File: config.mk
export PLATFORM = sky130hd
export DESIGN_NAME = time_event_ctrl
export DESIGN_NICKNAME = d
export VERILOG_FILES = /design/src/hdl/time_event_pkg.sv /design/src/hdl/time_event_ctrl.sv
export VERILOG_INCLUDE_DIRS = /design/src /design/src/hdl
export SDC_FILE = /design/constraint.sdc
export NUM_CORES = 1
export LEC_CHECK = 0
export ABC_AREA = 1
export BUFFER_PORTS_ARGS = -buffer_cell sky130_fd_sc_hd__buf_2
export CAP_MARGIN = 40
export CORE_MARGIN = 2
export CORE_UTILIZATION = 43
export DETAILED_ROUTE_END_ITERATION = 12
export GPL_ROUTABILITY_DRIVEN = 0
export PLACE_DENSITY = 0.7
export REMOVE_ABC_BUFFERS = 1
export SYNTH_ARGS = -nofsm -noshare
export SYNTH_HDL_FRONTEND = slang
export SYNTH_SLANG_ARGS = --single-unit
File: constraint.sdc
create_clock -name clk -period 4 [get_ports clk]
set_input_delay 0.6 -clock clk [delete_from_list [all_inputs] [get_ports clk]]
set_output_delay 0.6 -clock clk [all_outputs]
set_load 0.005 [all_outputs]
File: src/hdl/time_event_params.svh
/*
 register offsets, field codes and timing figures for the timestamp and
 event-notification block; assumes inclusion by bare name
*/
`ifndef TIME_EVENT_PARAMS_SVH
`define TIME_EVENT_PARAMS_SVH

`define CLK_PERIOD_NS 100
`define TICK_NS 64'h0000_0000_0000_0064

`define OFF_STAT_SEL 12'h000
`define OFF_STAT_VAL 12'h004
`define OFF_CTRL 12'h008
`define OFF_CMD 12'h00C
`define OFF_TIME_LO 12'h010
`define OFF_TIME_HI 12'h014
`define OFF_CAP_LO 12'h018
`define OFF_CAP_HI 12'h01C
`define OFF_NOTIFY_SEL 12'h020
`define OFF_NOTIFY_SET 12'h024
`define OFF_EVT_STATUS 12'h028
`define OFF_EVT_POSTED 12'h02C

`define CTRL_SRC_BIT 0
`define CTRL_MODE_LO 1
`define CTRL_MODE_HI 2
`define CTRL_SLAVE_BIT 3
`define CMD_CAPTURE_BIT 0
`define CMD_CLEAR_BIT 1

`define NOTIFY_OFF 2'h0
`define NOTIFY_ON 2'h1
`define NOTIFY_ONCE 2'h2

`define MODE_OFF 2'h0
`define MODE_AUTO 2'h1

`define EVT_COUNT 11
`define STAT_COUNT 5

`endif

File: src/hdl/time_event_pkg.sv
/*
 types shared by the timestamp and event-notification block
 assumes the params header is compiled alongside
*/
package time_event_pkg;

	typedef struct packed
	{
		logic valid;
		logic [3:0] code;
		logic [63:0] stamp;
	} posted_event_t;

	typedef struct packed
	{
		logic sync_valid;
		logic [63:0] sync_time;
	} protocol_time_t;

endpackage : time_event_pkg

File: src/hdl/time_event_ctrl.sv
/*
 timestamp counter, capture, clear, and per-type event notification
 with an APB slave; assumes events arrive as one-cycle pulses synchronous
 to clk, and the protocol engine outside supplies time and role
*/
// Register access over APB and the register addresses were decided locally.
//
// What this block does
// [RULE1] keep a 64-bit nanosecond counter, readable in full
// [RULE2] source select picks local time base or precision-time protocol
// [RULE3] local source: counter advances from the internal clock
// [RULE4] protocol source drives counter; forced whenever protocol mode enabled; the code loads protocol time only while protocol mode is on
// [RULE5] capture command copies counter into a separate holding register
// [RULE6] captured value reads back unchanged by later counting
// [RULE7] clear command sets counter to zero
// [RULE8] protocol slave resynchronises to master time after a clear
// [RULE9] notify type choice selects which setting is read and written
// [RULE10] post events on capture begin and capture finish commands
// [RULE11] post event when network link rate changes
// [RULE12] post distinct error, warning and info message events
// [RULE13] post a distinct event for each of three alarms
// [RULE14] post events on noise calibration begin and finish
// [RULE15] setting off: event not delivered
// [RULE16] setting on: event delivered every occurrence; the code drops it when a lower code fires in the same cycle
// [RULE17] setting once: deliver once, then setting returns to off
// [RULE18] protocol mode off: no protocol participation
// [RULE19] report count of the currently chosen statistic
// [RULE20] statistic choice selects which counter is shown
// [RULE21] automatic mode: role set by protocol election, master or slave
// [RULE22] local source advances by nanoseconds per clock period
`include "time_event_params.svh"

module time_event_ctrl #(
	parameter int STAT_WIDTH = 32
)(
	// clock and reset
	input wire logic clk,
	input wire logic resetn,
	// apb slave
	input wire logic psel,
	input wire logic penable,
	input wire logic pwrite,
	input wire logic [11:0] paddr,
	input wire logic [31:0] pwdata,
	output logic [31:0] prdata,
	output logic pready,
	output logic pslverr,
	// event sources, one-cycle pulses
	input wire logic capture_begin_evt,
	input wire logic capture_finish_evt,
	input wire logic link_rate_change_evt,
	input wire logic error_message_evt,
	input wire logic warning_message_evt,
	input wire logic info_message_evt,
	input wire logic alarm_one_evt,
	input wire logic alarm_two_evt,
	input wire logic alarm_three_evt,
	input wire logic noise_cal_begin_evt,
	input wire logic noise_cal_finish_evt,
	// statistic counters from elsewhere
	input wire logic [`STAT_COUNT*STAT_WIDTH-1:0] statistic_counts,
	// protocol engine
	input wire time_event_pkg::protocol_time_t protocol_time,
	input wire logic protocol_elected_slave,
	output logic protocol_enable,
	output logic protocol_is_slave,
	// control channel
	output time_event_pkg::posted_event_t posted_event
);

	localparam int EN = `EVT_COUNT;

	logic [63:0] time_count;
	logic [63:0] captured_time_value;
	logic [2:0] statistic_choice;
	logic time_counter_source_select;
	logic [1:0] precision_time_mode;
	logic [3:0] notify_type_choice;
	logic [2*EN-1:0] notify_enable_setting;
	logic [EN-1:0] event_seen;
	logic [31:0] posted_total;
	logic resync_pending;
	logic [31:0] next_prdata;

	// apb decode
	wire logic access = psel && penable;
	wire logic wr = access && pwrite;
	wire logic rd_hit_stat_sel = paddr == `OFF_STAT_SEL;
	wire logic hit_cmd = paddr == `OFF_CMD;
	wire logic hit_ctrl = paddr == `OFF_CTRL;
	wire logic hit_nsel = paddr == `OFF_NOTIFY_SEL;
	wire logic hit_nset = paddr == `OFF_NOTIFY_SET;
	wire logic hit_status = paddr == `OFF_EVT_STATUS;
	wire logic mapped = rd_hit_stat_sel || hit_cmd || hit_ctrl || hit_nsel || hit_nset
		|| hit_status || paddr == `OFF_STAT_VAL || paddr == `OFF_TIME_LO
		|| paddr == `OFF_TIME_HI || paddr == `OFF_CAP_LO || paddr == `OFF_CAP_HI
		|| paddr == `OFF_EVT_POSTED;
	wire logic cmd_capture = wr && hit_cmd && pwdata[`CMD_CAPTURE_BIT];
	wire logic cmd_clear = wr && hit_cmd && pwdata[`CMD_CLEAR_BIT];

	// protocol mode gating
	// [RULE18] off means no participation
	wire logic mode_on = precision_time_mode != `MODE_OFF;
	// [RULE4] source forced by mode
	wire logic use_protocol = mode_on || time_counter_source_select;
	// [RULE21] elected role
	wire logic slave_role = mode_on && protocol_elected_slave;

	// event vector, order matches notify type codes
	wire logic [EN-1:0] raw_evt = {noise_cal_finish_evt, noise_cal_begin_evt, alarm_three_evt,
		alarm_two_evt, alarm_one_evt, info_message_evt, warning_message_evt,
		error_message_evt, link_rate_change_evt, capture_finish_evt, capture_begin_evt};

	logic [EN-1:0] deliver;
	logic [3:0] deliver_code;
	genvar g;
	generate
		for (g = 0; g < EN; g++)
		begin : g_evt
			// [RULE15] gate by setting
			assign deliver[g] = raw_evt[g] && notify_enable_setting[2*g +: 2] != `NOTIFY_OFF;
		end
	endgenerate

	// lowest code wins when several fire together; others are dropped
	always_comb
	begin
		deliver_code = 4'h0;
		for (int i = EN - 1; i >= 0; i--)
		begin
			if (deliver[i])
			begin
				deliver_code = 4'(i);
			end
		end
	end

	// [RULE19] chosen statistic shown
	wire logic stat_ok = 32'(statistic_choice) < `STAT_COUNT;
	wire logic [STAT_WIDTH-1:0] selected_statistic_value = stat_ok
		? statistic_counts[statistic_choice*STAT_WIDTH +: STAT_WIDTH] : '0;
	wire logic [1:0] sel_setting = (32'(notify_type_choice) < EN)
		? notify_enable_setting[notify_type_choice*2 +: 2] : `NOTIFY_OFF;

	always_comb
	begin
		next_prdata = 32'h0000_0000;
		case (paddr)
			`OFF_STAT_SEL: next_prdata = {29'h0000_0000, statistic_choice};
			// [RULE20] readout follows choice
			`OFF_STAT_VAL: next_prdata = 32'(selected_statistic_value);
			`OFF_CTRL: next_prdata = {28'h000_0000, slave_role, precision_time_mode,
				time_counter_source_select};
			// [RULE1] full counter readable
			`OFF_TIME_LO: next_prdata = time_count[31:0];
			`OFF_TIME_HI: next_prdata = time_count[63:32];
			// [RULE6] held capture readback
			`OFF_CAP_LO: next_prdata = captured_time_value[31:0];
			`OFF_CAP_HI: next_prdata = captured_time_value[63:32];
			`OFF_NOTIFY_SEL: next_prdata = {28'h000_0000, notify_type_choice};
			// [RULE9] setting of chosen type
			`OFF_NOTIFY_SET: next_prdata = {30'h0000_0000, sel_setting};
			`OFF_EVT_STATUS: next_prdata = 32'(event_seen);
			`OFF_EVT_POSTED: next_prdata = posted_total;
			default: next_prdata = 32'h0000_0000;
		endcase
	end

	// bus response, registered from the setup cycle, no wait states
	always_ff @(posedge clk)
	begin
		if (!resetn)
		begin
			pready <= 1'b0;
			pslverr <= 1'b0;
			prdata <= 32'h0000_0000;
		end
		else
		begin
			pready <= psel && !penable;
			pslverr <= psel && !penable && !mapped;
			prdata <= (psel && !penable && !pwrite) ? next_prdata : 32'h0000_0000;
		end
	end

	// write effect happens on the access cycle, pready already high
	wire logic wr_now = wr && pready;

	always_ff @(posedge clk)
	begin
		if (!resetn)
		begin
			statistic_choice <= 3'h0;
			time_counter_source_select <= 1'b0;
			precision_time_mode <= `MODE_OFF;
			notify_type_choice <= 4'h0;
		end
		else if (wr_now)
		begin
			if (rd_hit_stat_sel)
				statistic_choice <= pwdata[2:0];
			// [RULE2] source select
			if (hit_ctrl)
			begin
				time_counter_source_select <= pwdata[`CTRL_SRC_BIT];
				precision_time_mode <= pwdata[`CTRL_MODE_HI:`CTRL_MODE_LO];
			end
			if (hit_nsel)
				notify_type_choice <= pwdata[3:0];
		end
	end

	// notify settings: hardware once-clear and software write per type
	generate
		for (g = 0; g < EN; g++)
		begin : g_set
			wire logic sw_wr = wr_now && hit_nset && notify_type_choice == 4'(g);
			// [RULE17] once then off
			wire logic once_done = deliver[g] && deliver_code == 4'(g)
				&& notify_enable_setting[2*g +: 2] == `NOTIFY_ONCE;
			always_ff @(posedge clk)
			begin
				if (!resetn)
					notify_enable_setting[2*g +: 2] <= `NOTIFY_OFF;
				else if (sw_wr)
					notify_enable_setting[2*g +: 2] <= pwdata[1:0];
				else if (once_done)
					notify_enable_setting[2*g +: 2] <= `NOTIFY_OFF;
			end
			// sticky seen flag, set wins over clear
			always_ff @(posedge clk)
			begin
				if (!resetn)
					event_seen[g] <= 1'b0;
				else if (raw_evt[g])
					event_seen[g] <= 1'b1;
				else if (wr_now && hit_status && pwdata[g])
					event_seen[g] <= 1'b0;
			end
		end
	endgenerate

	// timestamp counter
	always_ff @(posedge clk)
	begin
		if (!resetn)
		begin
			time_count <= 64'h0000_0000_0000_0000;
			resync_pending <= 1'b0;
		end
		// [RULE7] clear to zero
		else if (wr_now && cmd_clear)
		begin
			time_count <= 64'h0000_0000_0000_0000;
			resync_pending <= slave_role;
		end
		else if (use_protocol)
		begin
			// [RULE8] slave resync after clear
			if (mode_on && protocol_time.sync_valid)
			begin
				time_count <= protocol_time.sync_time;
				resync_pending <= 1'b0;
			end
			// free-run between syncs, unless waiting for master
			else if (!resync_pending)
				time_count <= time_count + `TICK_NS;
		end
		// [RULE3] local base advance
		// [RULE22] ns per period
		else
			time_count <= time_count + `TICK_NS;
	end

	// [RULE5] capture command
	always_ff @(posedge clk)
	begin
		if (!resetn)
			captured_time_value <= 64'h0000_0000_0000_0000;
		else if (wr_now && cmd_capture)
			captured_time_value <= time_count;
	end

	// control-channel post, stamped with current time
	always_ff @(posedge clk)
	begin
		if (!resetn)
		begin
			posted_event <= '0;
			posted_total <= 32'h0000_0000;
		end
		else
		begin
			// [RULE16] every occurrence
			posted_event.valid <= |deliver;
			posted_event.code <= deliver_code;
			posted_event.stamp <= time_count;
			if (|deliver)
				posted_total <= posted_total + 32'h0000_0001;
		end
	end

	// [RULE10] [RULE11] [RULE12] [RULE13] [RULE14] all posts go through
	// the same delivery path above; codes 0..10 in port order
	always_ff @(posedge clk)
	begin
		if (!resetn)
		begin
			protocol_enable <= 1'b0;
			protocol_is_slave <= 1'b0;
		end
		else
		begin
			protocol_enable <= mode_on;
			protocol_is_slave <= slave_role;
		end
	end

endmodule : time_event_ctrl

* Yosys cells after proc, flatten, opt, wreduce, memory -nomap -nowiden
Index checks and enable logic that the tools add are counted.
Word-level totals: register bits after elaboration 309, input bits 286, output and inout port bits 105, logic and storage cells 283
Cells by class: add/sub/neg operators 2, $lt $le $gt $ge 2, equal/unequal tests 43, shift operators 2, muxes and demuxes 64, bitwise operators 1, reductions and logical operators 131
Operator list (number):
- case mux 32 bit (11 select lines) | 1
- 2-to-1 mux 64 bit | 3
- indexed part select 160 x 9 -> 32 bit | 1
- nonzero test 2 bit | 36
- logical AND 1 bit | 70
- adder 64 x 7 -> 64 bit (second input constant) | 1
- == test 12 x 5 -> 1 bit (second input constant) | 4
- == test 12 x 6 -> 1 bit (second input constant) | 4
- 2-to-1 mux 2 bit | 23
- 2-to-1 mux 4 bit | 11
- adder 32 x 1 -> 32 bit (second input constant) | 1
- == test 4 x 3 -> 1 bit (second input constant) | 8
- 2-to-1 mux 32 bit | 1
- 2-to-1 mux 1 bit | 25
- == test 12 x 4 -> 1 bit (second input constant) | 2
- == test 4 bit (second input constant) | 6
- == test 2 bit (second input constant) | 11
- indexed part select 22 x 6 -> 2 bit | 1
- == test 4 x 2 -> 1 bit (second input constant) | 4
- == test 12 x 3 -> 1 bit (second input constant) | 1
- zero test 12 bit | 1
- logical OR 1 bit | 12
- OR reduction 11 bit | 1
- AND reduction 2 bit | 5
- 8 further kinds | 12

* Longest topological paths before layout
depth in word-level cells 18, depth in mapped cells 15, mapped depth without buffers 15

* Least setup slack after synthesis
OpenSTA, ideal clock, no wires.
path kind input-to-reg, start point in paddr[11], end point reg captured_time_value[18], library setup time 0.119 ns, arrival time 1.842 ns, data required time 3.881 ns, path slack 2.039 ns, stages 10, path buffers 2, cells stage by stage nor2_1 > nand2_1 > nor2_4 > nand2_1 > nor3_2 > nand3_1 > buf_2 > buf_2 > o21ai_0 > a21oi_1
On the way: word-level cells in the longest chain between the ends 4
RTL lines:
- start: declaration | line time_event_ctrl.sv:43 | input wire logic [11:0] paddr,
- == test 12 x 4 -> 1 bit (no source line)
- logical AND 1 bit (2 in a row) | line time_event_ctrl.sv:98 | wire logic cmd_capture = wr && hit_cmd && pwdata[`CMD_CAPTURE_BIT];
- logical AND 1 bit | line time_event_ctrl.sv:280 | else if (wr_now && cmd_capture)
- end signal: assignment | line time_event_ctrl.sv:281 | captured_time_value <= time_count;
- end: declaration | line time_event_ctrl.sv:74 | logic [63:0] captured_time_value;
No other way between the ends. A chain may end at the register's enable or synchronous reset.

* Final worst setup path
start point reg time_count[2], end point reg time_count[36]
On the way: word-level cells in the longest chain between the ends 4
RTL lines:
- start: declaration | line time_event_ctrl.sv:73 | logic [63:0] time_count;
- start signal: assignment | line time_event_ctrl.sv:262 | time_count <= protocol_time.sync_time;
- start signal: assignment | line time_event_ctrl.sv:267 | time_count <= time_count + `TICK_NS;
- start signal: assignment | line time_event_ctrl.sv:272 | time_count <= time_count + `TICK_NS;
- adder 64 x 7 -> 64 bit (no source line) *
- 2-to-1 mux 64 bit | line time_event_ctrl.sv:266 | else if (!resync_pending)
- 2-to-1 mux 64 bit | line time_event_ctrl.sv:260 | if (mode_on && protocol_time.sync_valid)
- 2-to-1 mux 64 bit * | line time_event_ctrl.sv:257 | else if (use_protocol)
Mark *: on every way between the ends. The rest lies on a longest branch, timed or not. The select of a mux whose other input is x is not followed.

==> flow_metrics.env <==
export IMPL_die_h_um=201
export IMPL_setup_slack_ns=1.22
export IMPL_final_min_period_over_clock_period=0.696
export IMPL_maxCapViolations=0
export IMPL_start_util=0.433
export IMPL_synth_cell_types=53
export IMPL_port_buffers=369
export IMPL_power_w=0.00677
export IMPL_end_kind="flop"
export IMPL_post_place_ws_ns=1.03
export IMPL_critPathCapture="time_count[36]"
export IMPL_cts_tree="built"
export IMPL_drc=0
export IMPL_syn_inst=2521
export IMPL_row_count=72
export IMPL_diodes=0
export IMPL_multi_input_area_um2=8580
export IMPL_fillers=3815
export IMPL_design_core_area_um2=38400
export IMPL_fin_hold_ws_ns=0.250
export IMPL_rsz0062_at_grt="false"
export IMPL_grt_start_max_net_pins=81
export IMPL_dp_cells=3298
export IMPL_async_flop_share=0
export IMPL_syn_cell_area_um2=16600
export IMPL_cts_htree_levels=2
export IMPL_die_w_um=201
export IMPL_die_area_um2=40300
export IMPL_yosysWarnings=0
export IMPL_min_delay_path_depth=2
export IMPL_reg2regPathDepth=10
export IMPL_via_count=19145
export IMPL_ys_dominant_reg_cell="dfxtp_1"
export IMPL_fin_skew_ns=0.0245
export IMPL_yosysSeqAreaShare=0.372
export IMPL_ant_nets=0
export IMPL_finalSetupViolCount=0
export IMPL_reg2reg_slack_ns=1.22
export IMPL_startpoint="time_count[2]"
export IMPL_ios=391
export IMPL_critical_path_arrival_ns=3.17
export IMPL_required_ns=4.38
export IMPL_holdBufCountCts=0
export IMPL_p_leak_nw=8.30
export IMPL_routedWlPerCell_um=19.8
export IMPL_drt_vias_per_instance=5.69
export IMPL_cts_resized_gates=0
export IMPL_synth_edf_count=0
export IMPL_path_class="reg2reg"
export IMPL_nNetsFinal=3105
export IMPL_syn_avg_cell_area_um2=6.60
export IMPL_detail_route_iter0_violations=2498
export IMPL_syn2layout_area_growth_pct=20.2
export IMPL_worst_pin_slew_ns=0.904
export IMPL_grt_pass1_wl_um=102000
export IMPL_grt_usage=0.321
export IMPL_ir_drop_v=0.000236
export IMPL_clk_latency_ns=0.55
export IMPL_overflow=0
export IMPL_status="finished clean"
export IMPL_dp_hpwl_um=49500
export IMPL_post_layout_nonfiller_instances=3362
export IMPL_grt_pass1_vias=18023
export IMPL_max_freq_mhz=359
export IMPL_postCtsSetupRepairBufs=0
export IMPL_drive_gt1_frac=0.187
export IMPL_max_clock_path_buffers=3
export IMPL_max_slew_margin=0.396
export IMPL_finalWorstPathRequiredPeriod_ns=2.78
export IMPL_finalMaxSlewViolations=0
export IMPL_routed_wl_um=66600
export IMPL_powerDensity_nw_per_um2=339
export IMPL_cts_reportedPaths_clkPinSlew_ns=0.06
export IMPL_first_pass_iters=8
export IMPL_hold_violations=0
export IMPL_r2r_start="time_count[2]"
export IMPL_reg2reg_to="time_count[36]"
export IMPL_clock_sinks=309
export IMPL_root_buffer="clkbuf_16"
export IMPL_antenna_found_initial=0
export IMPL_crit_fanout=8
export IMPL_cts_buffers=35
export IMPL_ys_ff_latch=309
export IMPL_worst_setup_path_start_kind="flop"
export IMPL_hold_path_class="in2reg"
export IMPL_seq_area_um2=6190
-- kinds of logic (layout without fill, tap and decap cells) --
family          Yosys count  after routing  synth area share
buf+inv                 481            804             0.113
compound gates          668            668             0.227
fa+ha+maj                 2              2           0.00150
simple gates           1033           1033             0.272
xor+xnor                 28             28            0.0147
flops                   309            309             0.372
-- stage by stage --
stage	instance area [µm²]	setup TNS, ns	utilization
4_1_cts	20000	0	0.521
3_5_place_dp	18800	0	0.491
6_report	20000	0	0.521
2_1_floorplan	16000	-53.89	-
3_3_place_gp	18700	0	0.489
5_1_grt	20000	0	0.521
-- per-layer routing --
| metal | share of wire | global-route usage |
|---|---|---|
| met1 | 0.40 | 0.420 |
| met2 | 0.44 | 0.510 |
| met3 | 0.11 | 0.0622 |
| met4 | 0.050 | 0.149 |
| met5 | 0 | 0 |
-- synth_stat cells (7+ instances only) --
library cell  number  share of area
nand3_2            7         0.0042
nand2_1          502           0.11
inv_2             12         0.0027
a31oi_1           10         0.0038
nor3_1            58          0.017
o21bai_1          16         0.0072
nor2_1           240          0.054
xor2_1            25          0.013
buf_2             37          0.011
inv_1            327          0.074
o211ai_1          35          0.016
dfxtp_1          309           0.37
nand3_1          116          0.035
o21ai_1           21         0.0063
nand4_1           33          0.012
o21ai_0          228          0.069
a211oi_1          14         0.0063
o221ai_1          17         0.0090
a21oi_1          233          0.070
clkbuf_1          84          0.019
o22ai_1           66          0.025
clkbuf_2           7         0.0021
or2_2              7         0.0026
nor3_2            15         0.0090
nor4_1            20         0.0075
nor2_2            16         0.0060
-- how the worst min path moves through the flow --
stage                         endpoint               startpoint  slack (ns)
2_1_floorplan  captured_time_value[43]  captured_time_value[43]        0.42
3_3_place_gp   captured_time_value[45]  captured_time_value[45]        0.43
3_5_place_dp   captured_time_value[45]  captured_time_value[45]        0.44
4_1_cts                         pready                  penable        0.24
5_1_grt                         pready                  penable        0.26
6_report                        pready                  penable        0.25
-- report_power, final --
part	total [W]	internal, W	switching (W)
sequential	0.00312	0.00310	0.0000274
combinational	0.000341	0.000148	0.000194
clock	0.00331	0.00194	0.00137
-- cell usage in the layout (no fill, tap or decap), types with 4 or more instances in the layout --
master and count:
o211ai_1 35, clkinv_2 7, dfxtp_1 308, o31ai_1 4, o21ai_0 228, nor4_1 20, buf_4 24, nand4_1 33
nor2_1 240, nor3_1 58, inv_2 14, a211oi_1 14, clkbuf_16 36, o221ai_1 17, nand2_1 500, o21ai_1 21
o22ai_1 66, nor2_2 16, nand3_2 8, inv_1 326, buf_2 368, a31oi_1 10, xor2_1 25, nor3_2 15
nand3_1 114, nand3b_1 5, clkbuf_1 8, or2_2 7, o21bai_1 16, a21oi_1 233, a32o_1 4, nand2_2 7
nor2_4 4, clkbuf_8 8
-- critical path, stage by stage (launching register included) --
cell and delay, ns:
dfxtp_1 0.63, ha_1 0.39, a21oi_1 0.15, nand2_1 0.18
nand2_2 0.16, nor2_2 0.29, nand4_1 0.26, o21ai_0 0.29
nand3_1 0.14, nand2_1 0.09, a21oi_1 0.05
-- state kept, by name (all words and copies together) (netlist names), 2 cells and up --
| signal | cells |
|---|---|
| posted_event | 69 |
| captured_time_value | 64 |
| time_count | 64 |
| posted_total | 32 |
| prdata | 32 |
| notify_enable_setting | 22 |
| event_seen | 11 |
| notify_type_choice | 4 |
| statistic_choice | 3 |
| precision_time_mode | 2 |
-- cell type report --
type                            instances  share of cell area
Clock inverter                         12             0.00638
Tap cell                              518              0.0324
Inverter                              343              0.0644
Multi-Input combinational cell       1731               0.429
Clock buffer                           52              0.0521
Timing Repair Buffer                  397               0.106
Sequential cell                       309               0.309
Note: power is estimated with default switching activity, not from simulation.
